<file path="src/pkg/smc_cfg.svh">
// Constants of the sleep-mode controller: field positions, codes, reset values, cycle counts
`ifndef SMC_CFG_SVH
`define SMC_CFG_SVH
`define SMC_CTRL_W       8
`define SMC_CTRL_RST     8'h00
`define SMC_CTRL_MASK    8'hF0
`define SMC_MSEL2_BIT    7
`define SMC_SLPEN_BIT    6
`define SMC_MSEL1_BIT    5
`define SMC_MSEL0_BIT    4
`define SMC_MODE_IDLE    3'h0
`define SMC_MODE_QUIET   3'h1
`define SMC_MODE_PDOWN   3'h2
`define SMC_MODE_PSAVE   3'h3
`define SMC_MODE_STBY    3'h6
`define SMC_MODE_XSTBY   3'h7
`define SMC_GATE_W       5
`define SMC_G_CPU        0
`define SMC_G_FLASH      1
`define SMC_G_IO         2
`define SMC_G_ADC        3
`define SMC_G_ASY        4
`define SMC_GATE_NONE    5'h00
`define SMC_GATE_ALL     5'h1F
`define SMC_HALT_CK      4
`define SMC_STANDBY_CK   6
`define SMC_STARTUP_CK   6
`define SMC_CNT_W        8
`define SMC_ADDR_W       2
`define SMC_ADDR_CTRL    2'h0
`define SMC_ADDR_STAT    2'h1
`define SMC_STAT_HALT    0
`define SMC_STAT_SLEEP   1
`endif

</file>
<file path="src/pkg/smc_pkg.sv">
// Types shared by both ends of the sleep-mode controller
`default_nettype none
`include "smc_cfg.svh"
package smc_pkg;
  typedef enum {SMC_RUN, SMC_SLEEP, SMC_START, SMC_HALT} smc_state_t;
  typedef logic [2:0]              smc_mode_t;
  typedef logic [`SMC_GATE_W-1:0]  smc_gate_t;
  typedef logic [`SMC_CTRL_W-1:0]  smc_ctrl_t;
  typedef logic [`SMC_CNT_W-1:0]   smc_cnt_t;
endpackage
`default_nettype wire

</file>
<file path="src/pkg/smc_if.sv">
// Link between the sleep controller and the CPU core with its wake sources
`timescale 1ns/100ps
`default_nettype none
interface smc_if;
  import smc_pkg::*;
  logic      ctrl_wr;
  smc_ctrl_t ctrl_wdata;
  smc_ctrl_t ctrl_q;
  logic      sleep_exec;
  logic      async_sel;
  logic      gie;
  logic      t2_ie;
  logic      irq_any;
  logic      adc_done;
  logic      twi_match;
  logic      t2_irq;
  logic      nvm_rdy;
  logic      ext_lvl01;
  logic      ext_irq2;
  logic      rst_req;
  smc_gate_t gate;
  logic      cpu_halt;
  logic      sleeping;
  logic      wake_irq;
  logic      wake_rst;
  modport dev (input ctrl_wr, ctrl_wdata, sleep_exec, async_sel, gie, t2_ie, irq_any, adc_done,
               twi_match, t2_irq, nvm_rdy, ext_lvl01, ext_irq2, rst_req,
               output ctrl_q, gate, cpu_halt, sleeping, wake_irq, wake_rst);
  modport core (output ctrl_wr, ctrl_wdata, sleep_exec, async_sel, gie, t2_ie, irq_any, adc_done,
                twi_match, t2_irq, nvm_rdy, ext_lvl01, ext_irq2, rst_req,
                input ctrl_q, gate, cpu_halt, sleeping, wake_irq, wake_rst);
endinterface
`default_nettype wire

</file>
<file path="src/logic/smc_sleep_ctrl.sv">
// Sleep-mode controller: mode register, clock gating, wake selection and wake timing
`timescale 1ns/100ps
`default_nettype none
`include "smc_cfg.svh"
module smc_sleep_ctrl #(
  parameter int STARTUP_CK = `SMC_STARTUP_CK
) (
  input  wire logic sys_clk_in,
  input  wire logic rst_in,
  smc_if.dev        bus,
  input  wire logic xtal_sel_in,
  input  wire logic adc_en_in,
  output logic      osc_off_out,
  output logic      adc_start_out,
  output logic      sleeping_out
);
  import smc_pkg::*;

  localparam smc_cnt_t START_CNT = smc_cnt_t'(STARTUP_CK - 1);
  localparam smc_cnt_t STBY_CNT  = smc_cnt_t'(`SMC_STANDBY_CK - 1);
  localparam smc_cnt_t HALT_CNT  = smc_cnt_t'(`SMC_HALT_CK - 1);

  smc_state_t st_r, st_nxt;
  smc_cnt_t   cnt_r, cnt_nxt;
  smc_mode_t  mode_r, mode_nxt;
  smc_ctrl_t  ctrl_r, ctrl_nxt;
  smc_gate_t  gate_r, gate_nxt;
  logic       osc_off_r, osc_off_nxt;
  logic       halt_r, halt_nxt;
  logic       sleep_r, sleep_nxt;
  logic       wake_irq_r, wake_irq_nxt;
  logic       wake_rst_r, wake_rst_nxt;
  logic       adc_start_r, adc_start_nxt;
  smc_mode_t  sel_mode;
  logic       sel_valid;
  logic       wake_hit;

  // Mode code spread over non-adjacent bits of the control register
  assign sel_mode = {ctrl_r[`SMC_MSEL2_BIT], ctrl_r[`SMC_MSEL1_BIT], ctrl_r[`SMC_MSEL0_BIT]};

  // Standby codes need a crystal; codes 100/101 are never entered
  always_comb begin
    unique case (sel_mode)
      `SMC_MODE_IDLE, `SMC_MODE_QUIET, `SMC_MODE_PDOWN, `SMC_MODE_PSAVE: sel_valid = 1'b1;
      `SMC_MODE_STBY, `SMC_MODE_XSTBY: sel_valid = xtal_sel_in;
      default: sel_valid = 1'b0;
    endcase
  end

  // Domains stopped per mode; a set bit stops that clock
  function automatic smc_gate_t gates_for(input smc_mode_t m, input logic asy_run);
    smc_gate_t g;
    g = `SMC_GATE_ALL;
    unique case (m)
      `SMC_MODE_IDLE: begin
        g = `SMC_GATE_NONE;
        g[`SMC_G_CPU] = 1'b1;
        g[`SMC_G_FLASH] = 1'b1;
      end
      `SMC_MODE_QUIET: begin
        g = `SMC_GATE_NONE;
        g[`SMC_G_CPU] = 1'b1;
        g[`SMC_G_FLASH] = 1'b1;
        g[`SMC_G_IO] = 1'b1;
      end
      `SMC_MODE_PSAVE, `SMC_MODE_XSTBY: g[`SMC_G_ASY] = ~asy_run;
      default: g = `SMC_GATE_ALL;
    endcase
    return g;
  endfunction

  // Wake sources accepted by the mode being slept in
  always_comb begin
    unique case (mode_r)
      `SMC_MODE_IDLE: wake_hit = bus.irq_any;
      `SMC_MODE_QUIET: wake_hit = bus.adc_done | bus.twi_match | bus.t2_irq | bus.nvm_rdy
                                  | bus.ext_lvl01 | bus.ext_irq2;
      `SMC_MODE_PSAVE, `SMC_MODE_XSTBY: wake_hit = bus.twi_match | bus.ext_lvl01 | bus.ext_irq2
                                  | (bus.t2_irq & bus.t2_ie & bus.gie & bus.async_sel);
      default: wake_hit = bus.twi_match | bus.ext_lvl01 | bus.ext_irq2;
    endcase
  end

  always_comb begin
    st_nxt        = st_r;
    cnt_nxt       = cnt_r;
    mode_nxt      = mode_r;
    ctrl_nxt      = ctrl_r;
    gate_nxt      = gate_r;
    osc_off_nxt   = osc_off_r;
    halt_nxt      = halt_r;
    sleep_nxt     = sleep_r;
    wake_irq_nxt  = 1'b0;
    wake_rst_nxt  = 1'b0;
    adc_start_nxt = 1'b0;
    if (bus.ctrl_wr) begin
      ctrl_nxt = bus.ctrl_wdata & `SMC_CTRL_MASK;
    end
    unique case (st_r)
      SMC_RUN: begin
        if (bus.sleep_exec && ctrl_r[`SMC_SLPEN_BIT] && sel_valid) begin
          st_nxt      = SMC_SLEEP;
          mode_nxt    = sel_mode;
          gate_nxt    = gates_for(sel_mode, bus.async_sel);
          osc_off_nxt = (sel_mode == `SMC_MODE_PDOWN) || (sel_mode == `SMC_MODE_PSAVE);
          halt_nxt    = 1'b1;
          sleep_nxt   = 1'b1;
          adc_start_nxt = adc_en_in && ((sel_mode == `SMC_MODE_IDLE) ||
                                        (sel_mode == `SMC_MODE_QUIET));
        end
      end
      SMC_SLEEP: begin
        // Storage is only clock-gated, never cleared, so its contents survive
        if (bus.rst_req) begin
          st_nxt       = SMC_RUN;
          gate_nxt     = `SMC_GATE_NONE;
          osc_off_nxt  = 1'b0;
          halt_nxt     = 1'b0;
          sleep_nxt    = 1'b0;
          wake_rst_nxt = 1'b1;
        end else if (wake_hit) begin
          osc_off_nxt = 1'b0;
          sleep_nxt   = 1'b0;
          if ((mode_r == `SMC_MODE_IDLE) || (mode_r == `SMC_MODE_QUIET)) begin
            st_nxt   = SMC_HALT;
            cnt_nxt  = HALT_CNT;
            gate_nxt = `SMC_GATE_NONE;
          end else begin
            st_nxt  = SMC_START;
            cnt_nxt = (mode_r[2]) ? STBY_CNT : START_CNT;
          end
        end
      end
      SMC_START: begin
        // Clocks stay gated while the oscillator settles
        if (bus.rst_req) begin
          st_nxt       = SMC_RUN;
          gate_nxt     = `SMC_GATE_NONE;
          halt_nxt     = 1'b0;
          wake_rst_nxt = 1'b1;
        end else if (cnt_r == '0) begin
          st_nxt   = SMC_HALT;
          cnt_nxt  = HALT_CNT;
          gate_nxt = `SMC_GATE_NONE;
        end else begin
          cnt_nxt = cnt_r - 1'b1;
        end
      end
      SMC_HALT: begin
        if (bus.rst_req) begin
          st_nxt       = SMC_RUN;
          halt_nxt     = 1'b0;
          wake_rst_nxt = 1'b1;
        end else if (cnt_r == '0) begin
          st_nxt       = SMC_RUN;
          halt_nxt     = 1'b0;
          wake_irq_nxt = 1'b1;
        end else begin
          cnt_nxt = cnt_r - 1'b1;
        end
      end
    endcase
  end

  always_ff @(posedge sys_clk_in or posedge rst_in) begin
    if (rst_in) begin
      st_r        <= SMC_RUN;
      cnt_r       <= '0;
      mode_r      <= `SMC_MODE_IDLE;
      ctrl_r      <= `SMC_CTRL_RST;
      gate_r      <= `SMC_GATE_NONE;
      osc_off_r   <= 1'b0;
      halt_r      <= 1'b0;
      sleep_r     <= 1'b0;
      wake_irq_r  <= 1'b0;
      wake_rst_r  <= 1'b0;
      adc_start_r <= 1'b0;
    end else begin
      st_r        <= st_nxt;
      cnt_r       <= cnt_nxt;
      mode_r      <= mode_nxt;
      ctrl_r      <= ctrl_nxt;
      gate_r      <= gate_nxt;
      osc_off_r   <= osc_off_nxt;
      halt_r      <= halt_nxt;
      sleep_r     <= sleep_nxt;
      wake_irq_r  <= wake_irq_nxt;
      wake_rst_r  <= wake_rst_nxt;
      adc_start_r <= adc_start_nxt;
    end
  end

  assign bus.ctrl_q     = ctrl_r;
  assign bus.gate       = gate_r;
  assign bus.cpu_halt   = halt_r;
  assign bus.sleeping   = sleep_r;
  assign bus.wake_irq   = wake_irq_r;
  assign bus.wake_rst   = wake_rst_r;
  assign osc_off_out    = osc_off_r;
  assign adc_start_out  = adc_start_r;
  assign sleeping_out   = sleep_r;
endmodule // smc_sleep_ctrl
`default_nettype wire

</file>
<file path="src/flat_wrapper.sv">
// flat-port wrapper written by rule: the top's interface ports become plain ports
module smc_sleep_ctrl_flat import smc_pkg::*;
#(
  parameter int STARTUP_CK = `SMC_STARTUP_CK
)
  (sys_clk_in, rst_in, xtal_sel_in, adc_en_in, osc_off_out, adc_start_out, sleeping_out, bus_ctrl_wr, bus_ctrl_wdata, bus_sleep_exec, bus_async_sel, bus_gie, bus_t2_ie, bus_irq_any, bus_adc_done, bus_twi_match, bus_t2_irq, bus_nvm_rdy, bus_ext_lvl01, bus_ext_irq2, bus_rst_req, bus_ctrl_q, bus_gate, bus_cpu_halt, bus_sleeping, bus_wake_irq, bus_wake_rst);
  smc_if bus_i ();
  input  wire logic sys_clk_in;
  input  wire logic rst_in;
  input  wire logic xtal_sel_in;
  input  wire logic adc_en_in;
  output logic osc_off_out;
  output logic adc_start_out;
  output logic sleeping_out;
  input wire logic [$bits(bus_i.ctrl_wr)-1:0] bus_ctrl_wr;
  input wire logic [$bits(bus_i.ctrl_wdata)-1:0] bus_ctrl_wdata;
  input wire logic [$bits(bus_i.sleep_exec)-1:0] bus_sleep_exec;
  input wire logic [$bits(bus_i.async_sel)-1:0] bus_async_sel;
  input wire logic [$bits(bus_i.gie)-1:0] bus_gie;
  input wire logic [$bits(bus_i.t2_ie)-1:0] bus_t2_ie;
  input wire logic [$bits(bus_i.irq_any)-1:0] bus_irq_any;
  input wire logic [$bits(bus_i.adc_done)-1:0] bus_adc_done;
  input wire logic [$bits(bus_i.twi_match)-1:0] bus_twi_match;
  input wire logic [$bits(bus_i.t2_irq)-1:0] bus_t2_irq;
  input wire logic [$bits(bus_i.nvm_rdy)-1:0] bus_nvm_rdy;
  input wire logic [$bits(bus_i.ext_lvl01)-1:0] bus_ext_lvl01;
  input wire logic [$bits(bus_i.ext_irq2)-1:0] bus_ext_irq2;
  input wire logic [$bits(bus_i.rst_req)-1:0] bus_rst_req;
  output wire logic [$bits(bus_i.ctrl_q)-1:0] bus_ctrl_q;
  output wire logic [$bits(bus_i.gate)-1:0] bus_gate;
  output wire logic [$bits(bus_i.cpu_halt)-1:0] bus_cpu_halt;
  output wire logic [$bits(bus_i.sleeping)-1:0] bus_sleeping;
  output wire logic [$bits(bus_i.wake_irq)-1:0] bus_wake_irq;
  output wire logic [$bits(bus_i.wake_rst)-1:0] bus_wake_rst;
  assign bus_i.ctrl_wr = bus_ctrl_wr;
  assign bus_i.ctrl_wdata = bus_ctrl_wdata;
  assign bus_i.sleep_exec = bus_sleep_exec;
  assign bus_i.async_sel = bus_async_sel;
  assign bus_i.gie = bus_gie;
  assign bus_i.t2_ie = bus_t2_ie;
  assign bus_i.irq_any = bus_irq_any;
  assign bus_i.adc_done = bus_adc_done;
  assign bus_i.twi_match = bus_twi_match;
  assign bus_i.t2_irq = bus_t2_irq;
  assign bus_i.nvm_rdy = bus_nvm_rdy;
  assign bus_i.ext_lvl01 = bus_ext_lvl01;
  assign bus_i.ext_irq2 = bus_ext_irq2;
  assign bus_i.rst_req = bus_rst_req;
  assign bus_ctrl_q = bus_i.ctrl_q;
  assign bus_gate = bus_i.gate;
  assign bus_cpu_halt = bus_i.cpu_halt;
  assign bus_sleeping = bus_i.sleeping;
  assign bus_wake_irq = bus_i.wake_irq;
  assign bus_wake_rst = bus_i.wake_rst;
  smc_sleep_ctrl #(.STARTUP_CK(STARTUP_CK)) u_core (.sys_clk_in(sys_clk_in), .rst_in(rst_in), .bus(bus_i), .xtal_sel_in(xtal_sel_in), .adc_en_in(adc_en_in), .osc_off_out(osc_off_out), .adc_start_out(adc_start_out), .sleeping_out(sleeping_out));
endmodule
</file>
<file path="config.mk">
export PLATFORM = sky130hd
export DESIGN_NAME = smc_sleep_ctrl_flat
export DESIGN_NICKNAME = d
export VERILOG_FILES = /design/src/pkg/smc_pkg.sv /design/src/pkg/smc_if.sv /design/src/logic/smc_sleep_ctrl.sv /design/src/flat_wrapper.sv
export VERILOG_INCLUDE_DIRS = /design/src /design/src/pkg
export SDC_FILE = /design/constraint.sdc
export NUM_CORES = 1
export LEC_CHECK = 0
export CAP_MARGIN = 40
export CORE_ASPECT_RATIO = 0.5
export CORE_UTILIZATION = 35
export DETAILED_ROUTE_END_ITERATION = 12
export DONT_BUFFER_PORTS = 1
export HOLD_SLACK_MARGIN = 0.15
export PLACE_DENSITY = 0.6
export SLEW_MARGIN = 0
export SYNTH_ARGS = -nofsm -noshare
export SYNTH_HDL_FRONTEND = slang
export SYNTH_SLANG_ARGS = --single-unit
</file>
<file path="constraint.sdc">
create_clock -name sys_clk_in -period 3.8 [get_ports sys_clk_in]
set_input_delay 0.57 -clock sys_clk_in [delete_from_list [all_inputs] [get_ports sys_clk_in]]
set_output_delay 0.57 -clock sys_clk_in [all_outputs]
set_load 0.05 [all_outputs]
</file>
=== After elaboration in Yosys (flattened, before gate mapping) ===
Index checks and enable logic that the tools add are counted.

* Bits in registers: 58
* Bits in latches: 0
* RAM bits: 0
* ROM bits: 0
* Logic and storage cells: 117
* Memories kept: 0

* Add/subtract/negate cells: 1
* Multipliers: 0
* Divide/modulo/power cells: 0
* $lt $le $gt $ge: 0
* Equality and inequality tests: 22
* Shift operators: 0
* Muxes and demuxes: 45
* Bitwise operators: 12
* Reduce and logical (&&, ||, !) cells: 26

{| class="wikitable"
|+ Operator list
! kind !! number
|-
| $mux W32 || 7
|-
| $pmux W32 S4 || 1
|-
| $eq A32 B2 Y1 const B || 2
|-
| $mux W8 || 6
|-
| $eq A32 B1 Y1 const B || 1
|-
| $logic_not A32 Y1 || 1
|-
| $mux W5 || 6
|-
| $pmux W8 S3 || 1
|-
| $mux W1 || 15
|-
| $pmux W5 S3 || 1
|-
| $ne A3 B2 Y1 const B || 4
|-
| $reduce_or A2 Y1 || 5
|-
| $eq A3 B2 Y1 const B || 3
|-
| $eq A3 B3 Y1 const B || 3
|-
| $logic_not A8 Y1 || 1
|-
| $ne A2 B2 Y1 const B || 4
|-
| $or A1 B1 Y1 || 8
|-
| $pmux W1 S2 || 4
|-
| $pmux W4 S2 || 1
|-
| $sub A8 B1 Y8 const B || 1
|-
| $eq A3 B1 Y1 const B || 2
|-
| $logic_not A3 Y1 || 2
|-
| $ne A2 B1 Y1 const B || 3
|-
| $pmux W1 S3 || 2
|-
| other kinds (14) || 22
|}

=== Longest topological paths before layout ===
* Depth after elaboration: 9
* Gate-level depth with buffers: 7

=== Worst setup path after synthesis ===
No wires, ideal clock.

* Path kind: input-to-reg
* Start point: in bus_ext_irq2
* End point: reg u_core.cnt_r[1]
* Setup time: 0.128 ns
* Arrival: 1.975 ns
* Setup slack: 1.697 ns
* Cell stages on the path: 5
* Cells stage by stage: or3_1 mux2_4 nor4b_4 nor2_2 mux2_1

* Cells in the longest elaborated chain, start to end: 5

{| class="wikitable"
|+ RTL lines
! element !! line !! source
|-
| start: declaration || flat_wrapper.sv:27 || <nowiki>input wire logic [$bits(bus_i.ext_irq2)-1:0] bus_ext_irq2;</nowiki>
|-
| $or A1 B1 Y1 || smc_sleep_ctrl.sv:78, smc_sleep_ctrl.sv:80 ||
|-
| $or A1 B1 Y1 || smc_sleep_ctrl.sv:79 || <nowiki>| (bus.t2_irq & bus.t2_ie & bus.gie & bus.async_sel);</nowiki>
|-
| $pmux W1 S3 (*) || smc_sleep_ctrl.sv:74 || <nowiki>unique case (mode_r)</nowiki>
|-
| $ne A2 B1 Y1 (no source line) (*) || -- ||
|-
| $reduce_and A6 Y1 (no source line) (*) || -- ||
|-
| end signal: assignment || smc_sleep_ctrl.sv:180 || <nowiki>cnt_r <= cnt_nxt;</nowiki>
|-
| end: declaration || smc_sleep_ctrl.sv:24 || <nowiki>smc_cnt_t cnt_r, cnt_nxt;</nowiki>
|}

Mark *: on every way between the ends. The rest lies on a longest branch, timed or not.
A chain may end at the register's enable or synchronous reset.

=== Worst setup path in the final report ===
* Start point: reg u_core.cnt_r[0]
* End point: reg u_core.gate_r[2], in the netlist u_core.bus.gate[2]

* Cells in the longest elaborated chain, start to end: 3

{| class="wikitable"
|+ RTL lines
! element !! line !! source
|-
| $logic_not A8 Y1 || smc_sleep_ctrl.sv:141 || <nowiki>end else if (cnt_r == '0) begin</nowiki>
|-
| $ne A3 B2 Y1 (no source line) || -- ||
|-
| $reduce_and A5 Y1 (no source line) || -- ||
|-
| end signal: assignment || smc_sleep_ctrl.sv:171 || <nowiki>gate_r <= `SMC_GATE_NONE;</nowiki>
|-
| end signal: assignment || smc_sleep_ctrl.sv:183 || <nowiki>gate_r <= gate_nxt;</nowiki>
|-
| end: declaration || smc_sleep_ctrl.sv:27 || <nowiki>smc_gate_t gate_r, gate_nxt;</nowiki>
|}

Every way passes these cells.

==> load_flow_metrics.sql <==
INSERT INTO impl_metrics (metric_group, metric, value, unit) VALUES
('global_route', 'grt_pass1_vias', '1202', ''),
('detailed_routing', 'route.vias.total', '1219', ''),
('finish', 'syn2layout_area_growth', '7.849', '%'),
('detailed_routing', 'dr.first_iter.drc_count', '49', ''),
('logic_synthesis', 'synth_top_area_share', '40.75', '%'),
('floorplan', 'die_width', '99.33', 'um'),
('clock_network', 'htreeDepth', '1', ''),
('critical_path', 'worstPathArrival', '2440', 'ps'),
('placement', 'detailedPlacementHpwl', '2.636', 'mm'),
('clock_network', 'worst_setup_hold_path_clk_slew', '100', 'ps'),
('placement', 'routabilityCongestion', '0.8346', ''),
('sta', 'slew-limit-headroom', '41.04', '%'),
('logic_synthesis', 'asyncSetResetFlopFracSynth', '100.0', '%'),
('sta', 'slew_violations', '0', ''),
('clock_network', 'root_buffer_cell', 'sky130_fd_sc_hd__clkbuf_8', ''),
('logic_synthesis', 'synth_seq_area_share', '40.75', '%'),
('status', 'run_status', 'finished, final reports clean', ''),
('finish', 'final_core_density', '40.03', '%'),
('critical_path', 'critical_path.max_fanout', '4', ''),
('clock_network', 'clock_buffer_count_from_cts', '3', ''),
('logic_synthesis', 'yosys-top-cells-area', 'sky130_fd_sc_hd__dfrtp_1, sky130_fd_sc_hd__mux2_2, sky130_fd_sc_hd__mux2_1', ''),
('clock_network', 'cts_tree', 'yes', ''),
('critical_path', 'crit_chain', 'inv_1 > ha_1 > or4b_4 > o21ai_4 > o2bb2ai_2 > a211oi_4 > mux2_1', ''),
('sta', 'final_hold_viol_count', '0', ''),
('detailed_routing', 'detail_route.drc_violations', '0', ''),
('logic_synthesis', 'postSynthAreaPerCell', '10.36', 'um^2'),
('sta', 'clock.fmax', '439.5', 'MHz'),
('floorplan', 'design.die.area', '5033', 'um^2'),
('critical_path', 'slowest_delay', '510', 'ps'),
('critical_path', 'crit_required', '3970', 'ps'),
('critical_path', 'worstSetupPathType', 'reg2reg', ''),
('logic_synthesis', 'synth_ff_type', 'sky130_fd_sc_hd__dfrtp_1', ''),
('logic_synthesis', 'synth_edf_count', '0', ''),
('floorplan', 'placeableCoreArea', '4467', 'um^2'),
('finish', 'final_layout_size_suffix_gt1_share', '17.39', '%'),
('finish', 'finish.instance_area', '1788', 'um^2'),
('sta', 'worstMarginPinSlew', '884.4', 'ps'),
('sta', 'post-route-period-util', '59.88', '%'),
('power_and_ir_drop', 'p_total', '1.444', 'mW'),
('logic_synthesis', 'synth-seq-cells', '27', ''),
('run', 'max_cap_violations', '0', ''),
('global_route', 'maximum_number_of_pins_on_one_net_before_global_route_repair', '18', ''),
('global_route', 'global_route_wire_length_before_repair', '5.954', 'mm'),
('detailed_routing', 'ant_nets', '0', ''),
('power_and_ir_drop', 'p_switching', '704.3', 'uW'),
('global_route', 'grtUsageTotal', '15.18', '%'),
('critical_path', 'endpoint_kind', 'register', ''),
('worst_hold_path', 'min_path_type', 'in2async', ''),
('critical_path', 'worst_path_max_delay_cell', 'sky130_fd_sc_hd__or4b_4', ''),
('power_and_ir_drop', 'power.share.clock', '11.5', '%'),
('sta', 'setup_viol', '0', ''),
('clock_network', 'cts_max_path_buffers', '2', ''),
('clock_network', 'cts-hold-fix-buffers', '0', ''),
('clock_network', 'post_cts.repair.setup_buffers', '0', ''),
('logic_synthesis', 'cell_type_contributing_the_most_total_cell_area_after_synthesis', 'sky130_fd_sc_hd__dfrtp_1', ''),
('power_and_ir_drop', 'p_comb_share', '46.1', '%'),
('floorplan', 'die_h', '50.67', 'um'),
('finish', 'layout.filler_cells', '440', ''),
('critical_path', 'worst_setup_path_start_kind', 'register', ''),
('placement', 'place.port_buffers', '0', ''),
('clock_network', 'worst_skew_pair.late_latency', '280', 'ps'),
('clock_network', 'clock_sinks', '27', ''),
('power_and_ir_drop', 'seq_power_share', '42.4', '%'),
('floorplan', 'core.rowCount', '17', ''),
('power_and_ir_drop', 'ir_worst_vdd', '401.2', 'uV'),
('sta', 'timing.hold.ws', '191.8', 'ps'),
('global_route', 'antenna_violations_before_repair', '0', ''),
('detailed_routing', 'dr.pass1.iters', '4', ''),
('global_route', 'overflow_left_after_global_routing', '0', ''),
('finish', 'final_nets', '192', ''),
('sta', 'rsz0062_at_grt', 'false', '');
[state kept, by name (all words and copies together), names as in the netlist, 2 cells and up]
name               count
u_core.bus.gate        4
u_core.st_r            2
u_core.cnt_r           8
u_core.mode_r          3
u_core.bus.ctrl_q      4
[cell usage in the layout (no fill, tap or decap), types with 4 or more instances in the layout]
master,netlist,routed
sky130_fd_sc_hd__mux2_1,6,6
sky130_fd_sc_hd__nor3_1,5,5
sky130_fd_sc_hd__o21ai_0,7,7
sky130_fd_sc_hd__mux2_2,7,7
sky130_fd_sc_hd__o31ai_1,8,8
sky130_fd_sc_hd__nor2_1,10,10
sky130_fd_sc_hd__ha_1,5,5
sky130_fd_sc_hd__nand2_1,9,9
sky130_fd_sc_hd__dfrtp_1,27,27
sky130_fd_sc_hd__inv_1,10,10
sky130_fd_sc_hd__a21oi_1,7,7
sky130_fd_sc_hd__conb_1,1,4
sky130_fd_sc_hd__or3_1,5,5
[cell usage after synthesis, types with 2 or more instances]
master / n
sky130_fd_sc_hd__dfrtp_1: 27
sky130_fd_sc_hd__inv_1: 10
sky130_fd_sc_hd__nor2_1: 10
sky130_fd_sc_hd__nand2_1: 9
sky130_fd_sc_hd__o31ai_1: 8
sky130_fd_sc_hd__a21oi_1: 7
sky130_fd_sc_hd__mux2_2: 7
sky130_fd_sc_hd__o21ai_0: 7
sky130_fd_sc_hd__buf_4: 6
sky130_fd_sc_hd__mux2_1: 6
sky130_fd_sc_hd__ha_1: 5
sky130_fd_sc_hd__nor3_1: 5
sky130_fd_sc_hd__or3_1: 5
sky130_fd_sc_hd__nor2b_1: 3
sky130_fd_sc_hd__o21ai_1: 3
sky130_fd_sc_hd__a2bb2oi_1: 2
sky130_fd_sc_hd__mux2i_1: 2
sky130_fd_sc_hd__nand2b_1: 2
sky130_fd_sc_hd__o22a_1: 2
[per-stage QoR]
stage               worst slack (ps)  instances
CTS                             1507        218
detailed placement              1533        214
global route                    1337        218
global placement                1518        212
finish                          1525        218
floorplan                       1697        163
[area by class of cell]
class / instances / area [um^2] / area share, %
clock buffers: 3 / 41.29 / 2.309
clock inverters: 1 / 5.005 / 0.2799
inverters: 11 / 41.29 / 2.309
multi-input cells: 117 / 898.4 / 50.25
flip-flops and latches: 27 / 675.6 / 37.79
well taps: 57 / 71.32 / 3.989
repair buffers: 2 / 55.05 / 3.079
[power by group through the flow]
| stage | logic (mW) | registers (mW) | clock network (mW) |
|---|---|---|---|
| finish | 0.665 | 0.612 | 0.167 |
| global route | 0.741 | 0.626 | 0.181 |
| CTS | 0.671 | 0.613 | 0.174 |
| detailed placement | 0.665 | 0.618 | 0 |
| global placement | 0.605 | 0.640 | 0 |
| floorplan | 0.565 | 0.587 | 0 |
[cell families (layout without fill, tap and decap cells)]
family | Yosys count | count (layout) | share of synthesized area, %
and+or+nand+nor | 47 | 47 | 17.13
AOI/OAI and AO/OA | 45 | 45 | 21.44
DFF | 27 | 27 | 40.75
buffers and inverters | 19 | 17 | 5.735
adders and majority gates | 5 | 5 | 3.774
muxes | 16 | 16 | 10.94
other | 1 | 4 | 0.2262
[layer usage]
layer	track usage (%)	routed length (um)	vias up
met5	0	0	-
met4	4.902	52	0
met3	4.596	197	6
met1	20.16	1606	597
met2	23.73	1591	33
li1	-	-	583
[critical path, delay by kind of cell (launching register included)]
family / cells / cell delay (ps)
AO/OA/AOI/OAI: 3 / 630
AND/OR/NAND/NOR: 1 / 510
flip-flops: 1 / 420
multiplexers: 1 / 360
adder cells (fa/ha/maj): 1 / 190
buffers and inverters: 1 / 70
[worst paths after layout]
path | start | to | cells after the start | slack (ps)
min reg2reg | u_core.cnt_r[7] | u_core.cnt_r[7] | 2 | 530
max in group asynchronous | rst_in | u_core.cnt_r[2] | 2 | 3150
max | u_core.cnt_r[0] | u_core.bus.gate[2] | 7 | 1520
min | rst_in | u_core.bus.gate[1] | 1 | 190
max reg2reg | u_core.cnt_r[0] | u_core.bus.gate[2] | 7 | 1520
min in group sys_clk_in | bus_ctrl_wdata[6] | u_core.bus.ctrl_q[6] | 1 | 430
Note: power is estimated with default switching activity, not from simulation.
